--- src/design/capsense_map.svh ---
// register offsets, field positions, reset values and timing figures of the sensing engine
`ifndef CAPSENSE_MAP_SVH
`define CAPSENSE_MAP_SVH
// register offsets
`define REG_CTRL_TWO 8'hd3
`define REG_CTRL_THREE 8'hd4
`define REG_CHAN_OFF 8'hd5
`define REG_SLEEP 8'hd6
`define REG_TRACK 8'hd7
`define REG_CALSEL 8'hd8
// implemented bits of each register, others read zero
`define MASK_CTRL_TWO 8'h7f
`define MASK_CTRL_THREE 8'h37
`define MASK_CHAN_OFF 8'h07
`define MASK_SLEEP 8'hff
`define MASK_TRACK 8'hff
`define MASK_CALSEL 8'h0f
// reset values
`define RST_CTRL_TWO 8'h00
`define RST_CTRL_THREE 8'h01
`define RST_CHAN_OFF 8'h07
`define RST_SLEEP 8'h00
`define RST_TRACK 8'h00
`define RST_CALSEL 8'h07
// control two fields
`define B_RESET_ACK 7
`define B_WATCHDOG_OFF 6
`define B_FORCE_HALT 5
`define B_AC_FILTER_BYPASS 4
`define B_COMMS_TIMEOUT 3
`define B_STREAM 2
`define F_HALT_TIME 1:0
// control three fields
`define F_IDLE_TRACK_RATE 5:4
`define B_PROXIMITY_SAMPLE_COUNT 2
`define F_TRANSFER_RATE 1:0
// touch mode tracking fields
`define B_TOUCH_RESEED_DELAY_OFF 7
`define B_ALWAYS_FREEZE_TOUCH_MODE 6
`define F_INWARD_TRACK_RATE 5:4
`define B_OUTWARD_TRACK_RATE 3
`define B_OUTPUT_ON_TOUCH 2
`define F_RELEASE_LEVEL 1:0
// calibration select fields
`define B_CHANNEL_ONE_BLOCKING 3
// timing figures
`define CLK_NS 10
`define MS_NS 1000000
`define TIMEOUT_MS 20
`define SLEEP_DEFAULT_MS 27
`define SLEEP_UNIT_MS 16
`define RESEED_DELAY_MS 250
`define HALT_SHORT_MS 20000
`define HALT_LONG_MS 40000
`define XFER_FAST_KHZ 1000
`define CLK_KHZ 100000
// tracking figures
`define FREEZE_MARGIN 16'h0010
`define PROX_RUN_LONG 3'h6
`define PROX_RUN_SHORT 3'h4
// rate shifts: 3.13%,1.56%,0.78%,0.39% ; 1.56%,6.25%,3.13%,0.78% ; 0.10%,0.01%
`define IDLE_SHIFTS {4'h8, 4'h7, 4'h6, 4'h5}
`define INWARD_SHIFTS {4'h7, 4'h5, 4'h4, 4'h6}
`define OUT_SHIFT_FAST 4'ha
`define OUT_SHIFT_SLOW 4'hd
`endif

--- src/design/capsense_pkg.sv ---
// types shared by the sensing engine modules
package capsense_pkg;
  typedef enum logic [3:0] {SEQ_SLEEP = 4'b0001, SEQ_DUMMY = 4'b0010, SEQ_CONV = 4'b0100,
                            SEQ_WINDOW = 4'b1000} seq_state_t;
  typedef enum logic [6:0] {I2_IDLE = 7'b0000001, I2_ADDR = 7'b0000010, I2_ACKA = 7'b0000100,
                            I2_WDATA = 7'b0001000, I2_ACKW = 7'b0010000, I2_RDATA = 7'b0100000,
                            I2_ACKR = 7'b1000000} i2c_state_t;
  typedef struct packed {
    logic [15:0] base;
    logic [15:0] filt;
    logic [2:0] run;
    logic prox;
    logic touch;
    logic tm;
    logic reached;
    logic [15:0] halt_ms;
    logic [7:0] dly_ms;
    logic dly_on;
  } chan_t;
endpackage

--- src/design/capsense_engine.sv ---
// three-channel capacitive sensing engine: settings, burst sequencer and baseline tracking
`timescale 1ns/100ps
`include "capsense_map.svh"
module capsense_engine #(
  parameter int MS_CYC = `MS_NS / `CLK_NS,
  parameter logic [15:0] WDT_MS = 16'd1000,
  parameter logic [7:0] TOUCH_THRESHOLD = 8'h20,
  parameter logic [15:0] PROX_THR = 16'h0004,
  parameter logic PROJECTED = 1'b0,
  parameter logic [6:0] DEV_ADDR = 7'h2a // arbitrary
) (
  // clock and reset
  input wire logic mclk,
  input wire logic rst_n,
  // host i2c pins
  input wire logic scl,
  input wire logic sda_in,
  output logic sda_out,
  output logic sda_oe,
  // ready line, open drain, low except while a communication window is open
  output logic rdy_out,
  output logic rdy_oe,
  // sensing front end
  output logic conv_start,
  output logic [1:0] conv_chan,
  output logic xfer_strobe,
  output logic ac_filter_bypass,
  input wire logic conv_done,
  input wire logic [15:0] conv_count,
  // results
  output logic [2:0] chan_out,
  output logic [2:0] proximity,
  output logic [2:0] touch_mode,
  output logic reset_flag
);
  localparam logic [15:0] T_OUT_MS = 16'(`TIMEOUT_MS);
  localparam logic [15:0] T_SLEEP_MS = 16'(`SLEEP_DEFAULT_MS);
  localparam logic [15:0] T_UNIT_MS = 16'(`SLEEP_UNIT_MS);
  localparam logic [7:0] T_DELAY_MS = 8'(`RESEED_DELAY_MS);
  localparam logic [15:0] T_HALT_S_MS = 16'(`HALT_SHORT_MS);
  localparam logic [15:0] T_HALT_L_MS = 16'(`HALT_LONG_MS);
  localparam logic [15:0] IDLE_SH = `IDLE_SHIFTS;
  localparam logic [15:0] IN_SH = `INWARD_SHIFTS;

  typedef struct packed {
    logic [7:0] c2;
    logic [7:0] c3;
    logic [7:0] off;
    logic [7:0] lp;
    logic [7:0] tr;
    logic [7:0] cal;
    logic show_reset;
    capsense_pkg::seq_state_t st;
    logic [1:0] idx;
    logic [15:0] ms;
    logic [15:0] wdt;
    logic started;
    logic start_p;
    logic [2:0] out;
    logic [2:0] last_out;
    capsense_pkg::chan_t [2:0] ch;
  } eng_t;
  eng_t s, n;

  logic ms_tick, reg_wr, bus_start, bus_stop;
  logic [7:0] reg_ptr, reg_wdata, reg_rdata;
  logic [15:0] sleep_ms;
  logic [2:0] act;
  logic nxt_found;
  logic [1:0] nxt_idx;

  // move b toward t by a shifted fraction of the gap, never stalling short of it
  function automatic logic [15:0] track(input logic [15:0] b, input logic [15:0] t, input logic [3:0] sh);
    logic [15:0] d;
    d = ((t > b) ? (t - b) : (b - t)) >> sh;
    if (d == 16'h0000 && t != b) d = 16'h0001;
    track = (t > b) ? (b + d) : (b - d);
  endfunction

  // distance by which a beats b, zero when it does not
  function automatic logic [15:0] above(input logic [15:0] a, input logic [15:0] b);
    above = (a > b) ? (a - b) : 16'h0000;
  endfunction

  // first active channel at or after a position
  function automatic logic [2:0] next_active(input logic [2:0] off, input logic [1:0] from);
    next_active = 3'b000;
    for (int i = 2; i >= 0; i--) begin
      if (!off[i] && 2'(i) >= from) next_active = {1'b1, 2'(i)};
    end
  endfunction

  // one channel's filter, detection and baseline dynamics
  function automatic capsense_pkg::chan_t chan_step(input capsense_pkg::chan_t c, input logic smp,
      input logic [15:0] raw, input logic tick, input logic [7:0] c2, input logic [7:0] c3,
      input logic [7:0] tr, input logic calib);
    capsense_pkg::chan_t r;
    logic [16:0] sum;
    logic [23:0] prod;
    logic [15:0] f, thr, dev, rel, back;
    logic [2:0] need;
    r = c;
    sum = 17'(c.filt) + 17'(raw);
    f = c2[`B_AC_FILTER_BYPASS] ? raw : sum[16:1];
    prod = 24'(TOUCH_THRESHOLD) * 24'(c.base);
    thr = prod[23:8];
    dev = PROJECTED ? above(f, c.base) : above(c.base, f);
    back = PROJECTED ? above(c.base, f) : above(f, c.base);
    need = c3[`B_PROXIMITY_SAMPLE_COUNT] ? `PROX_RUN_SHORT : `PROX_RUN_LONG;
    unique case (tr[`F_RELEASE_LEVEL])
      2'b00: rel = thr - (thr >> 2);
      2'b01: rel = thr >> 1;
      2'b10: rel = thr - (thr >> 3);
      2'b11: rel = thr;
    endcase
    // millisecond timers for the halt window and the reseed delay
    if (tick && r.prox && !r.tm && r.halt_ms != 16'hffff) r.halt_ms = r.halt_ms + 16'h0001;
    if (tick && r.dly_on && r.dly_ms != 8'hff) r.dly_ms = r.dly_ms + 8'h01;
    if (!r.prox) r.halt_ms = 16'h0000;
    if (smp) begin
      r.filt = f;
      if (dev > PROX_THR) begin
        if (r.run != 3'h7) r.run = r.run + 3'h1;
      end else begin
        r.run = 3'h0;
      end
      r.prox = (dev > PROX_THR) && (r.run >= need);
      r.touch = dev > thr;
      if (c2[`B_FORCE_HALT]) begin
        r.base = c.base;
      end else if (calib && r.tm) begin
        if (back > rel) begin
          r.tm = 1'b0;
          r.reached = 1'b0;
          r.base = f;
        end else if (tr[`B_ALWAYS_FREEZE_TOUCH_MODE] && (PROJECTED ? above(c.base, f) : above(f, c.base))
                     > `FREEZE_MARGIN) begin
          r.base = c.base;
        end else if (!r.reached) begin
          r.base = track(c.base, f, IN_SH[4*tr[`F_INWARD_TRACK_RATE] +: 4]);
          if (above(r.base, f) <= 16'h0001 && above(f, r.base) <= 16'h0001) r.reached = 1'b1;
        end else begin
          r.base = track(c.base, f, tr[`B_OUTWARD_TRACK_RATE] ? `OUT_SHIFT_SLOW : `OUT_SHIFT_FAST);
        end
      end else if (calib && r.touch) begin
        if (tr[`B_TOUCH_RESEED_DELAY_OFF] || r.dly_ms >= T_DELAY_MS) begin
          r.tm = 1'b1;
          r.reached = 1'b0;
          r.dly_on = 1'b0;
          r.dly_ms = 8'h00;
          r.base = c.base - thr;
        end else begin
          r.dly_on = 1'b1;
        end
      end else if (r.prox) begin
        // actuation present: halt per the halt-time field
        unique case (c2[`F_HALT_TIME])
          2'b00, 2'b01: begin
            if (r.halt_ms >= (c2[0] ? T_HALT_L_MS : T_HALT_S_MS)) begin
              r.base = f;
              r.halt_ms = 16'h0000;
            end
          end
          2'b10: r.base = track(c.base, f, IDLE_SH[4*c3[`F_IDLE_TRACK_RATE] +: 4]);
          2'b11: r.base = c.base;
        endcase
      end else begin
        r.dly_on = 1'b0;
        r.dly_ms = 8'h00;
        r.base = track(c.base, f, IDLE_SH[4*c3[`F_IDLE_TRACK_RATE] +: 4]);
      end
    end
    chan_step = r;
  endfunction

  capsense_timebase #(.MS_CYC(MS_CYC)) u_time (
    .mclk(mclk),
    .rst_n(rst_n),
    .rate_sel(s.c3[`F_TRANSFER_RATE]),
    .xfer_run(n.st == capsense_pkg::SEQ_CONV || n.st == capsense_pkg::SEQ_DUMMY),
    .ms_tick(ms_tick),
    .xfer_strobe(xfer_strobe)
  );

  capsense_i2c #(.DEV_ADDR(DEV_ADDR)) u_i2c (
    .mclk(mclk),
    .rst_n(rst_n),
    .scl(scl),
    .sda_in(sda_in),
    .sda_out(sda_out),
    .sda_oe(sda_oe),
    .reg_ptr(reg_ptr),
    .reg_wr(reg_wr),
    .reg_wdata(reg_wdata),
    .reg_rdata(reg_rdata),
    .bus_start(bus_start),
    .bus_stop(bus_stop)
  );

  // read mux; reset-acknowledge is write only and reads zero
  always_comb begin
    unique case (reg_ptr)
      `REG_CTRL_TWO: reg_rdata = s.c2 & `MASK_CTRL_TWO;
      `REG_CTRL_THREE: reg_rdata = s.c3 & `MASK_CTRL_THREE;
      `REG_CHAN_OFF: reg_rdata = s.off & `MASK_CHAN_OFF;
      `REG_SLEEP: reg_rdata = s.lp;
      `REG_TRACK: reg_rdata = s.tr;
      `REG_CALSEL: reg_rdata = s.cal & `MASK_CALSEL;
      default: reg_rdata = 8'h00;
    endcase
  end

  // sleep between bursts
  assign sleep_ms = (s.lp == 8'h00) ? T_SLEEP_MS : 16'(s.lp) * T_UNIT_MS;
  // first active channel after the dummy, else the one after the current
  assign {nxt_found, nxt_idx} = next_active(s.off[2:0],
                                            (s.st == capsense_pkg::SEQ_DUMMY) ? 2'd0 : s.idx + 2'd1);

  // per-channel output source; channel-one blocking is applied later, when the burst ends
  always_comb begin
    for (int i = 0; i < 3; i++) begin
      if (s.cal[i]) act[i] = s.tr[`B_OUTPUT_ON_TOUCH] ? (n.ch[i].touch || n.ch[i].tm) : n.ch[i].prox;
      else act[i] = n.ch[i].prox;
    end
  end

  // register writes, sequencer and tracking
  always_comb begin
    n = s;
    n.start_p = 1'b0;
    if (reg_wr) begin
      unique case (reg_ptr)
        `REG_CTRL_TWO: n.c2 = reg_wdata & `MASK_CTRL_TWO;
        `REG_CTRL_THREE: n.c3 = reg_wdata & `MASK_CTRL_THREE;
        `REG_CHAN_OFF: n.off = reg_wdata & `MASK_CHAN_OFF;
        `REG_SLEEP: n.lp = reg_wdata;
        `REG_TRACK: n.tr = reg_wdata;
        `REG_CALSEL: n.cal = reg_wdata & `MASK_CALSEL;
        default: n.c2 = n.c2;
      endcase
    end
    if (reg_wr && reg_ptr == `REG_CTRL_TWO && reg_wdata[`B_RESET_ACK]) n.show_reset = 1'b0;
    if (ms_tick) n.ms = s.ms + 16'h0001;
    if (ms_tick) n.wdt = s.wdt + 16'h0001;
    for (int i = 0; i < 3; i++) begin
      n.ch[i] = chan_step(s.ch[i], conv_done && s.st == capsense_pkg::SEQ_CONV && s.idx == 2'(i),
                          conv_count, ms_tick, s.c2, s.c3, s.tr, s.cal[i]);
    end
    unique case (s.st)
      capsense_pkg::SEQ_SLEEP: begin
        if (s.ms >= sleep_ms) begin
          n.st = capsense_pkg::SEQ_DUMMY;
          n.idx = 2'd2;
          n.start_p = 1'b1;
          n.wdt = 16'h0000;
        end
      end
      capsense_pkg::SEQ_DUMMY, capsense_pkg::SEQ_CONV: begin
        if (conv_done) begin
          // dummy result is dropped; step to the next active channel
          n.wdt = 16'h0000;
          // channel select moves only with a start, so it holds through the window
          if (nxt_found) begin
            n.st = capsense_pkg::SEQ_CONV;
            n.idx = nxt_idx;
            n.start_p = 1'b1;
          end else begin
            n.out = act & ((s.cal[`B_CHANNEL_ONE_BLOCKING] && act[1]) ? 3'b010 : 3'b111);
            n.ms = 16'h0000;
            n.started = 1'b0;
            if (s.c2[`B_STREAM] || n.out != s.last_out) begin
              n.st = capsense_pkg::SEQ_WINDOW;
              n.last_out = n.out;
            end else begin
              n.st = capsense_pkg::SEQ_SLEEP;
            end
          end
        end
      end
      capsense_pkg::SEQ_WINDOW: begin
        if (bus_start) n.started = 1'b1;
        if (bus_start) n.wdt = 16'h0000;
        if (bus_stop && s.started) begin
          n.st = capsense_pkg::SEQ_SLEEP;
          n.ms = 16'h0000;
        end else if (s.c2[`B_COMMS_TIMEOUT] && !s.started && !bus_start && s.ms >= T_OUT_MS) begin
          n.st = capsense_pkg::SEQ_SLEEP;
          n.ms = 16'h0000;
        end
      end
    endcase
    // watchdog restarts a stuck sequence and raises the reset flag
    if (!s.c2[`B_WATCHDOG_OFF] && s.st != capsense_pkg::SEQ_SLEEP && s.wdt >= WDT_MS) begin
      n.st = capsense_pkg::SEQ_SLEEP;
      n.ms = 16'h0000;
      n.wdt = 16'h0000;
      n.show_reset = 1'b1;
    end
    if (s.st == capsense_pkg::SEQ_SLEEP) n.wdt = 16'h0000;
  end

  always_ff @(posedge mclk) begin
    if (!rst_n) begin
      s <= '0;
      s.c2 <= `RST_CTRL_TWO;
      s.c3 <= `RST_CTRL_THREE;
      s.off <= `RST_CHAN_OFF;
      s.lp <= `RST_SLEEP;
      s.tr <= `RST_TRACK;
      s.cal <= `RST_CALSEL;
      s.show_reset <= 1'b1;
      s.st <= capsense_pkg::SEQ_SLEEP;
    end else begin
      s <= n;
    end
  end

  // ready released only while a communication window is open
  assign rdy_out = 1'b0;
  assign rdy_oe = (s.st != capsense_pkg::SEQ_WINDOW);
  assign conv_start = s.start_p;
  assign conv_chan = s.idx;
  assign ac_filter_bypass = s.c2[`B_AC_FILTER_BYPASS];
  assign chan_out = s.out;
  assign reset_flag = s.show_reset;
  always_comb begin
    for (int i = 0; i < 3; i++) begin
      proximity[i] = s.ch[i].prox;
      touch_mode[i] = s.ch[i].tm;
    end
  end
endmodule

--- src/design/capsense_timebase.sv ---
// millisecond tick and charge-transfer strobe generator
`timescale 1ns/100ps
`include "capsense_map.svh"
module capsense_timebase #(
  parameter int MS_CYC = `MS_NS / `CLK_NS
) (
  // clock and reset
  input wire logic mclk,
  input wire logic rst_n,
  // transfer rate select and run
  input wire logic [1:0] rate_sel,
  input wire logic xfer_run,
  // ticks
  output logic ms_tick,
  output logic xfer_strobe
);
  localparam logic [9:0] XFER_BASE = 10'(`CLK_KHZ / `XFER_FAST_KHZ);
  typedef struct packed {
    logic [19:0] ms_cnt;
    logic [9:0] x_cnt;
    logic ms;
    logic xs;
  } tb_t;
  tb_t s, n;
  logic [9:0] x_lim;

  // divider doubles per code step: 1 MHz, 500 kHz, 250 kHz, 125 kHz
  assign x_lim = (XFER_BASE << rate_sel) - 10'h001;

  always_comb begin
    n = s;
    n.ms = 1'b0;
    n.xs = 1'b0;
    if (s.ms_cnt == 20'(MS_CYC - 1)) begin
      n.ms_cnt = '0;
      n.ms = 1'b1;
    end else begin
      n.ms_cnt = s.ms_cnt + 20'h00001;
    end
    // strobe only runs during a conversion so idle sleep stays quiet
    if (!xfer_run || s.x_cnt >= x_lim) begin
      n.x_cnt = '0;
      n.xs = xfer_run;
    end else begin
      n.x_cnt = s.x_cnt + 10'h001;
    end
  end

  always_ff @(posedge mclk) begin
    if (!rst_n) s <= '0;
    else s <= n;
  end

  assign ms_tick = s.ms;
  assign xfer_strobe = s.xs;
endmodule

--- src/design/capsense_i2c.sv ---
// i2c slave that gives byte access to the settings registers
`timescale 1ns/100ps
`include "capsense_map.svh"
module capsense_i2c #(
  parameter logic [6:0] DEV_ADDR = 7'h2a // arbitrary
) (
  // clock and reset
  input wire logic mclk,
  input wire logic rst_n,
  // i2c pins
  input wire logic scl,
  input wire logic sda_in,
  output logic sda_out,
  output logic sda_oe,
  // register side
  output logic [7:0] reg_ptr,
  output logic reg_wr,
  output logic [7:0] reg_wdata,
  input wire logic [7:0] reg_rdata,
  output logic bus_start,
  output logic bus_stop
);
  typedef struct packed {
    capsense_pkg::i2c_state_t st;
    logic scl_q;
    logic sda_q;
    logic [7:0] sh;
    logic [3:0] bits;
    logic [7:0] ptr;
    logic rw;
    logic first;
    logic drv;
    logic wr;
    logic [7:0] wd;
    logic sta;
    logic sto;
  } i2_t;
  i2_t s, n;
  logic rise, fall;

  assign rise = scl && !s.scl_q;
  assign fall = !scl && s.scl_q;

  // bit engine: sample on rising scl, drive on falling scl
  always_comb begin
    n = s;
    n.scl_q = scl;
    n.sda_q = sda_in;
    n.wr = 1'b0;
    n.sta = 1'b0;
    n.sto = 1'b0;
    if (scl && s.scl_q && s.sda_q && !sda_in) begin
      n.st = capsense_pkg::I2_ADDR;
      n.bits = '0;
      n.drv = 1'b0;
      n.sta = 1'b1;
    end else if (scl && s.scl_q && !s.sda_q && sda_in) begin
      n.st = capsense_pkg::I2_IDLE;
      n.drv = 1'b0;
      n.sto = 1'b1;
    end else if (rise) begin
      if (s.st == capsense_pkg::I2_ACKR) begin
        if (sda_in) n.st = capsense_pkg::I2_IDLE; // master nack ends the read
      end else if (s.st != capsense_pkg::I2_IDLE) begin
        n.sh = {s.sh[6:0], sda_in};
        n.bits = s.bits + 4'h1;
      end
    end else if (fall) begin
      unique case (s.st)
        capsense_pkg::I2_IDLE: n.drv = 1'b0;
        capsense_pkg::I2_ADDR: begin
          if (s.bits == 4'h8) begin
            n.rw = s.sh[0];
            n.drv = (s.sh[7:1] == DEV_ADDR);
            n.st = (s.sh[7:1] == DEV_ADDR) ? capsense_pkg::I2_ACKA : capsense_pkg::I2_IDLE;
          end
        end
        capsense_pkg::I2_ACKA, capsense_pkg::I2_ACKR: begin
          n.bits = '0;
          if (s.rw) begin
            // the next rising scl shifts bit six into the top
            n.sh = reg_rdata;
            n.drv = !reg_rdata[7];
            n.st = capsense_pkg::I2_RDATA;
          end else begin
            n.drv = 1'b0;
            n.first = (s.st == capsense_pkg::I2_ACKA);
            n.st = capsense_pkg::I2_WDATA;
          end
        end
        capsense_pkg::I2_WDATA: begin
          if (s.bits == 4'h8) begin
            n.drv = 1'b1;
            n.st = capsense_pkg::I2_ACKW;
            if (s.first) n.ptr = s.sh;
            else begin
              n.wr = 1'b1;
              n.wd = s.sh;
            end
          end
        end
        capsense_pkg::I2_ACKW: begin
          n.drv = 1'b0;
          n.bits = '0;
          n.first = 1'b0;
          if (!s.first) n.ptr = s.ptr + 8'h01;
          n.st = capsense_pkg::I2_WDATA;
        end
        capsense_pkg::I2_RDATA: begin
          if (s.bits == 4'h8) begin
            n.drv = 1'b0;
            n.ptr = s.ptr + 8'h01;
            n.st = capsense_pkg::I2_ACKR;
          end else begin
            n.drv = !s.sh[7];
          end
        end
      endcase
    end
  end

  always_ff @(posedge mclk) begin
    if (!rst_n) begin
      s <= '0;
      s.st <= capsense_pkg::I2_IDLE;
      s.scl_q <= 1'b1;
      s.sda_q <= 1'b1;
    end else begin
      s <= n;
    end
  end

  // open drain: only ever pull low
  assign sda_out = 1'b0;
  assign sda_oe = s.drv;
  assign reg_ptr = s.ptr;
  assign reg_wr = s.wr;
  assign reg_wdata = s.wd;
  assign bus_start = s.sta;
  assign bus_stop = s.sto;
endmodule

--- config.mk ---
export PLATFORM = sky130hd
export DESIGN_NAME = capsense_engine
export DESIGN_NICKNAME = d
export VERILOG_FILES = /design/src/design/capsense_pkg.sv /design/src/design/capsense_engine.sv /design/src/design/capsense_timebase.sv /design/src/design/capsense_i2c.sv
export VERILOG_INCLUDE_DIRS = /design/src /design/src/design
export SDC_FILE = /design/constraint.sdc
export NUM_CORES = 2
export LEC_CHECK = 0
export ABC_AREA = 1
export BUFFER_PORTS_ARGS = -buffer_cell sky130_fd_sc_hd__buf_2
export CAP_MARGIN = 20
export CORE_ASPECT_RATIO = 1.1
export CORE_UTILIZATION = 30
export CTS_BUF_LIST = sky130_fd_sc_hd__clkbuf_4
export DETAILED_ROUTE_END_ITERATION = 10
export GPL_ROUTABILITY_DRIVEN = 0
export PLACE_DENSITY_LB_ADDON = 0.25
export RECOVER_POWER = 25
export SKIP_LAST_GASP = 1
export SYNTH_ARGS = -nofsm -noshare
export SYNTH_HDL_FRONTEND = slang
export SYNTH_HIERARCHICAL = 1
export SYNTH_SLANG_ARGS = --single-unit
--- constraint.sdc ---
create_clock -name mclk -period 13.54 [get_ports mclk]
set_input_delay 1.354 -clock mclk [delete_from_list [all_inputs] [get_ports mclk]]
set_output_delay 1.354 -clock mclk [all_outputs]
set_load 0.01 [all_outputs]
==> flow_metrics.tcl <==
set metrics [dict create \
    crit_required_ns 14.57 \
    antenna_found_initial 9 \
    ys_seq_area_share_pct 14.2 \
    yosysTopAreaCell "ha_1" \
    fmax_ghz 0.0862 \
    ios 40 \
    ys_top_cells_by_area "ha_1 (15%), dfxtp_1 (14%), nand2_1 (12%), inv_1 (7.5%), a21oi_1 (7.0%)" \
    cp_top_family "simple AND/OR/NAND/NOR gates" \
    ys_async_sr_fraction_pct 0 \
    place_hpwl_mm 157 \
    slew_violations 119 \
    wl_per_cell_um 19.8 \
    routed_wl_mm 197 \
    path_class "in -> reg" \
    hold-path-cell-count 1 \
    numClockSinks 349 \
    vias 53099 \
    cts-hold-fix-buffers 0 \
    yosys_warnings 6 \
    min_path_type "reg -> reg" \
    final_nets 8399 \
    tightest_slew_ns 2.78 \
    slew_headroom_pct -85.2 \
    post_cts_buffers 0 \
    numCtsBuffers 106 \
    cts_max_level 3 \
    critPathBufInv 11 \
    setup_ws_ns 1.94 \
    rr_endpoint "s[153]" \
    area_delta_synth_final_pct 7.14 \
    final_cell_mix "nand2_1 (1,546), inv_1 (985), nor2_1 (713), a21oi_1 (687), ha_1 (582)" \
    grt_max_degree 78 \
    syn-cell-area_sq_um 49100 \
    layout-drive-gt1-share_pct 7.71 \
    timing.rr.start "s[168]" \
    cp-end-kind "flip-flop" \
    power.density_nw_per_um2 69.1 \
    fin_util_pct 32.4 \
    netlist.area_leader.share_pct 14.9 \
    dieArea_sq_um 165000 \
    clk_pin_slew_ns 0.08 \
    crit_path_max_incr_delay_ns 0.50 \
    violations "max-capacitance violations, max-slew violations" \
    hold_viol_final 0 \
    viasPerCell 5.33 \
    core_sq_um 162000 \
    die_y_um 426 \
    hp-start "u_time/s[12]" \
    root_buffer "clkbuf_4" \
    setup_viol 0 \
    synth_edf_count 0 \
    drc_errors 0 \
    p_leak_nw 25.4 \
    rows 155 \
    final_common_cell "nand2_1" \
    clk_latency_ns 1.13 \
    drtPass1Iterations 8 \
    drv_cap 3 \
    synth.avg_cell_area_sq_um 6.31 \
    grt_pass1_vias 50344 \
    ir_drop_mv 0.0664 \
    initial_core_util_pct 30.3 \
    cp_slowest_cell "fa_1" \
    drtIter0Drc 4427 \
    cp_max_fo 42 \
    whs_endpoint "u_time/s[12]" \
    preCtsSetupSlack_ns 1.06 \
    ys.flop_type "dfxtp_1" \
    ant_nets 0 \
    setup_tns_ns 0 \
    crit_top_cell "nand2_1" \
    synth_cell_types 89 \
    syn_inst 7786 \
    gr-total-overflow 0 \
    cp.arrival_ns 12.63 \
    rsz0062_at_grt "false" \
    outcome "finished with violations" \
    grt_usage_pct 23.1 \
    cp-start-kind "input port" \
    finClkSkew_ns 0.124 \
    cts_tree "done" \
    fin_crit_sh_pct 85.7 \
    die_w_um 388 \
    fin_crit_ns 11.60 \
    grt_pass1_wl_mm 298 \
    io_buffer_count 37 \
    clockBufferDepth 3 \
    reg2reg_depth 59 \
    regToRegSetupSlack_ns 1.99 \
    ys_seq_elements 349 \
    ctsResizeCount 0 \
]
==> worst max-delay path by stage <==
stage,slack (ns),startpoint,cells past startpoint,end
after floorplan,4.06,conv_count[1],64,s[153]
after global placement,1.17,conv_count[1],61,s[153]
after detailed placement,1.06,conv_count[1],61,s[153]
after CTS,2.17,s[161],60,s[153]
after global routing,0.86,s[161],57,s[153]
final,1.94,conv_count[1],61,s[153]
==> cells in the mapped netlist (20+ instances only) <==
master    instances
nand4_1         117
buf_4            46
nand3_1         500
dfxtp_1         349
o21bai_1         62
fa_1             30
buf_2            54
nor2_2           29
o21ai_0         484
nor4_1           32
xor2_1          340
nand2_2          50
clkbuf_1        132
o21ai_1         128
inv_2            55
or2_2            37
a21oi_1         688
xnor2_1         114
inv_1           987
o22ai_1          32
a31oi_1          40
ha_1            584
nand3_2          20
nor3_1           88
o221ai_1         59
nand2_1        1546
nor2_1          714
a211oi_1         36
o211ai_1         80
a21o_1           26
==> state kept, by name, indices dropped and copies added (netlist names), 2 cells and up <==
signal,cells
chan_out,3
conv_chan,2
proximity,3
s,260
touch_mode,3
u_i2c/reg_ptr,8
u_i2c/reg_wdata,8
u_i2c/s,23
u_time/s,30
==> where the power goes <==
group	switching [mW]	total (mW)	internal [mW]
clock network	0.557	1.08	0.520
registers	0.00231	1.03	1.03
logic	1.02	1.53	0.505
total	1.58	3.64	2.05
==> routing by layer <==
metal / vias to the layer above / part of all wire, % / global-route usage [%]
met1: 24646 / 42 / 28.4
met3: 527 / 6.3 / 3.45
met2: 1827 / 45 / 38.2
li1: 26093 / - / -
met5: - / 0.024 / 0
met4: 6 / 6.3 / 13.6
==> area by class of cell <==
class	instances	area, sq um
fill	17939	110000
multi-input combinational	6114	36700
sequential	349	6990
inverter	1054	3960
tap	2119	2650
clock buffer	152	1140
timing repair buffer	139	942
clock inverter	39	195
antenna	5	12.5
==> per-stage QoR <==
step / instances / instance area, sq um / hold WS (ns) / power, mW
final: 9971 / 52600 / 0.448 / 3.64
after CTS: 9965 / 52700 / 0.398 / 3.67
after detailed placement: 9774 / 51400 / 0.440 / 2.55
after global routing: 9970 / 52600 / 0.471 / 3.89
after floorplan: 7788 / 49100 / 0.417 / 2.15
after global placement: 9774 / 51400 / 0.429 / 2.54
==> kinds of logic after synthesis <==
logic type               count (synthesis)  synth area share, %
AND/OR/NAND/NOR                       3243                 29.1
AO/OA/AOI/OAI                         1788                 21.3
buffers and inverters                 1325                 10.9
adder cells (fa/ha/maj)                614                 16.1
XOR/XNOR                               454                 8.09
flip-flops                             349                 14.2
multiplexers                            10                0.211
other                                    3               0.0229
Power figures use the tool's default switching activity.
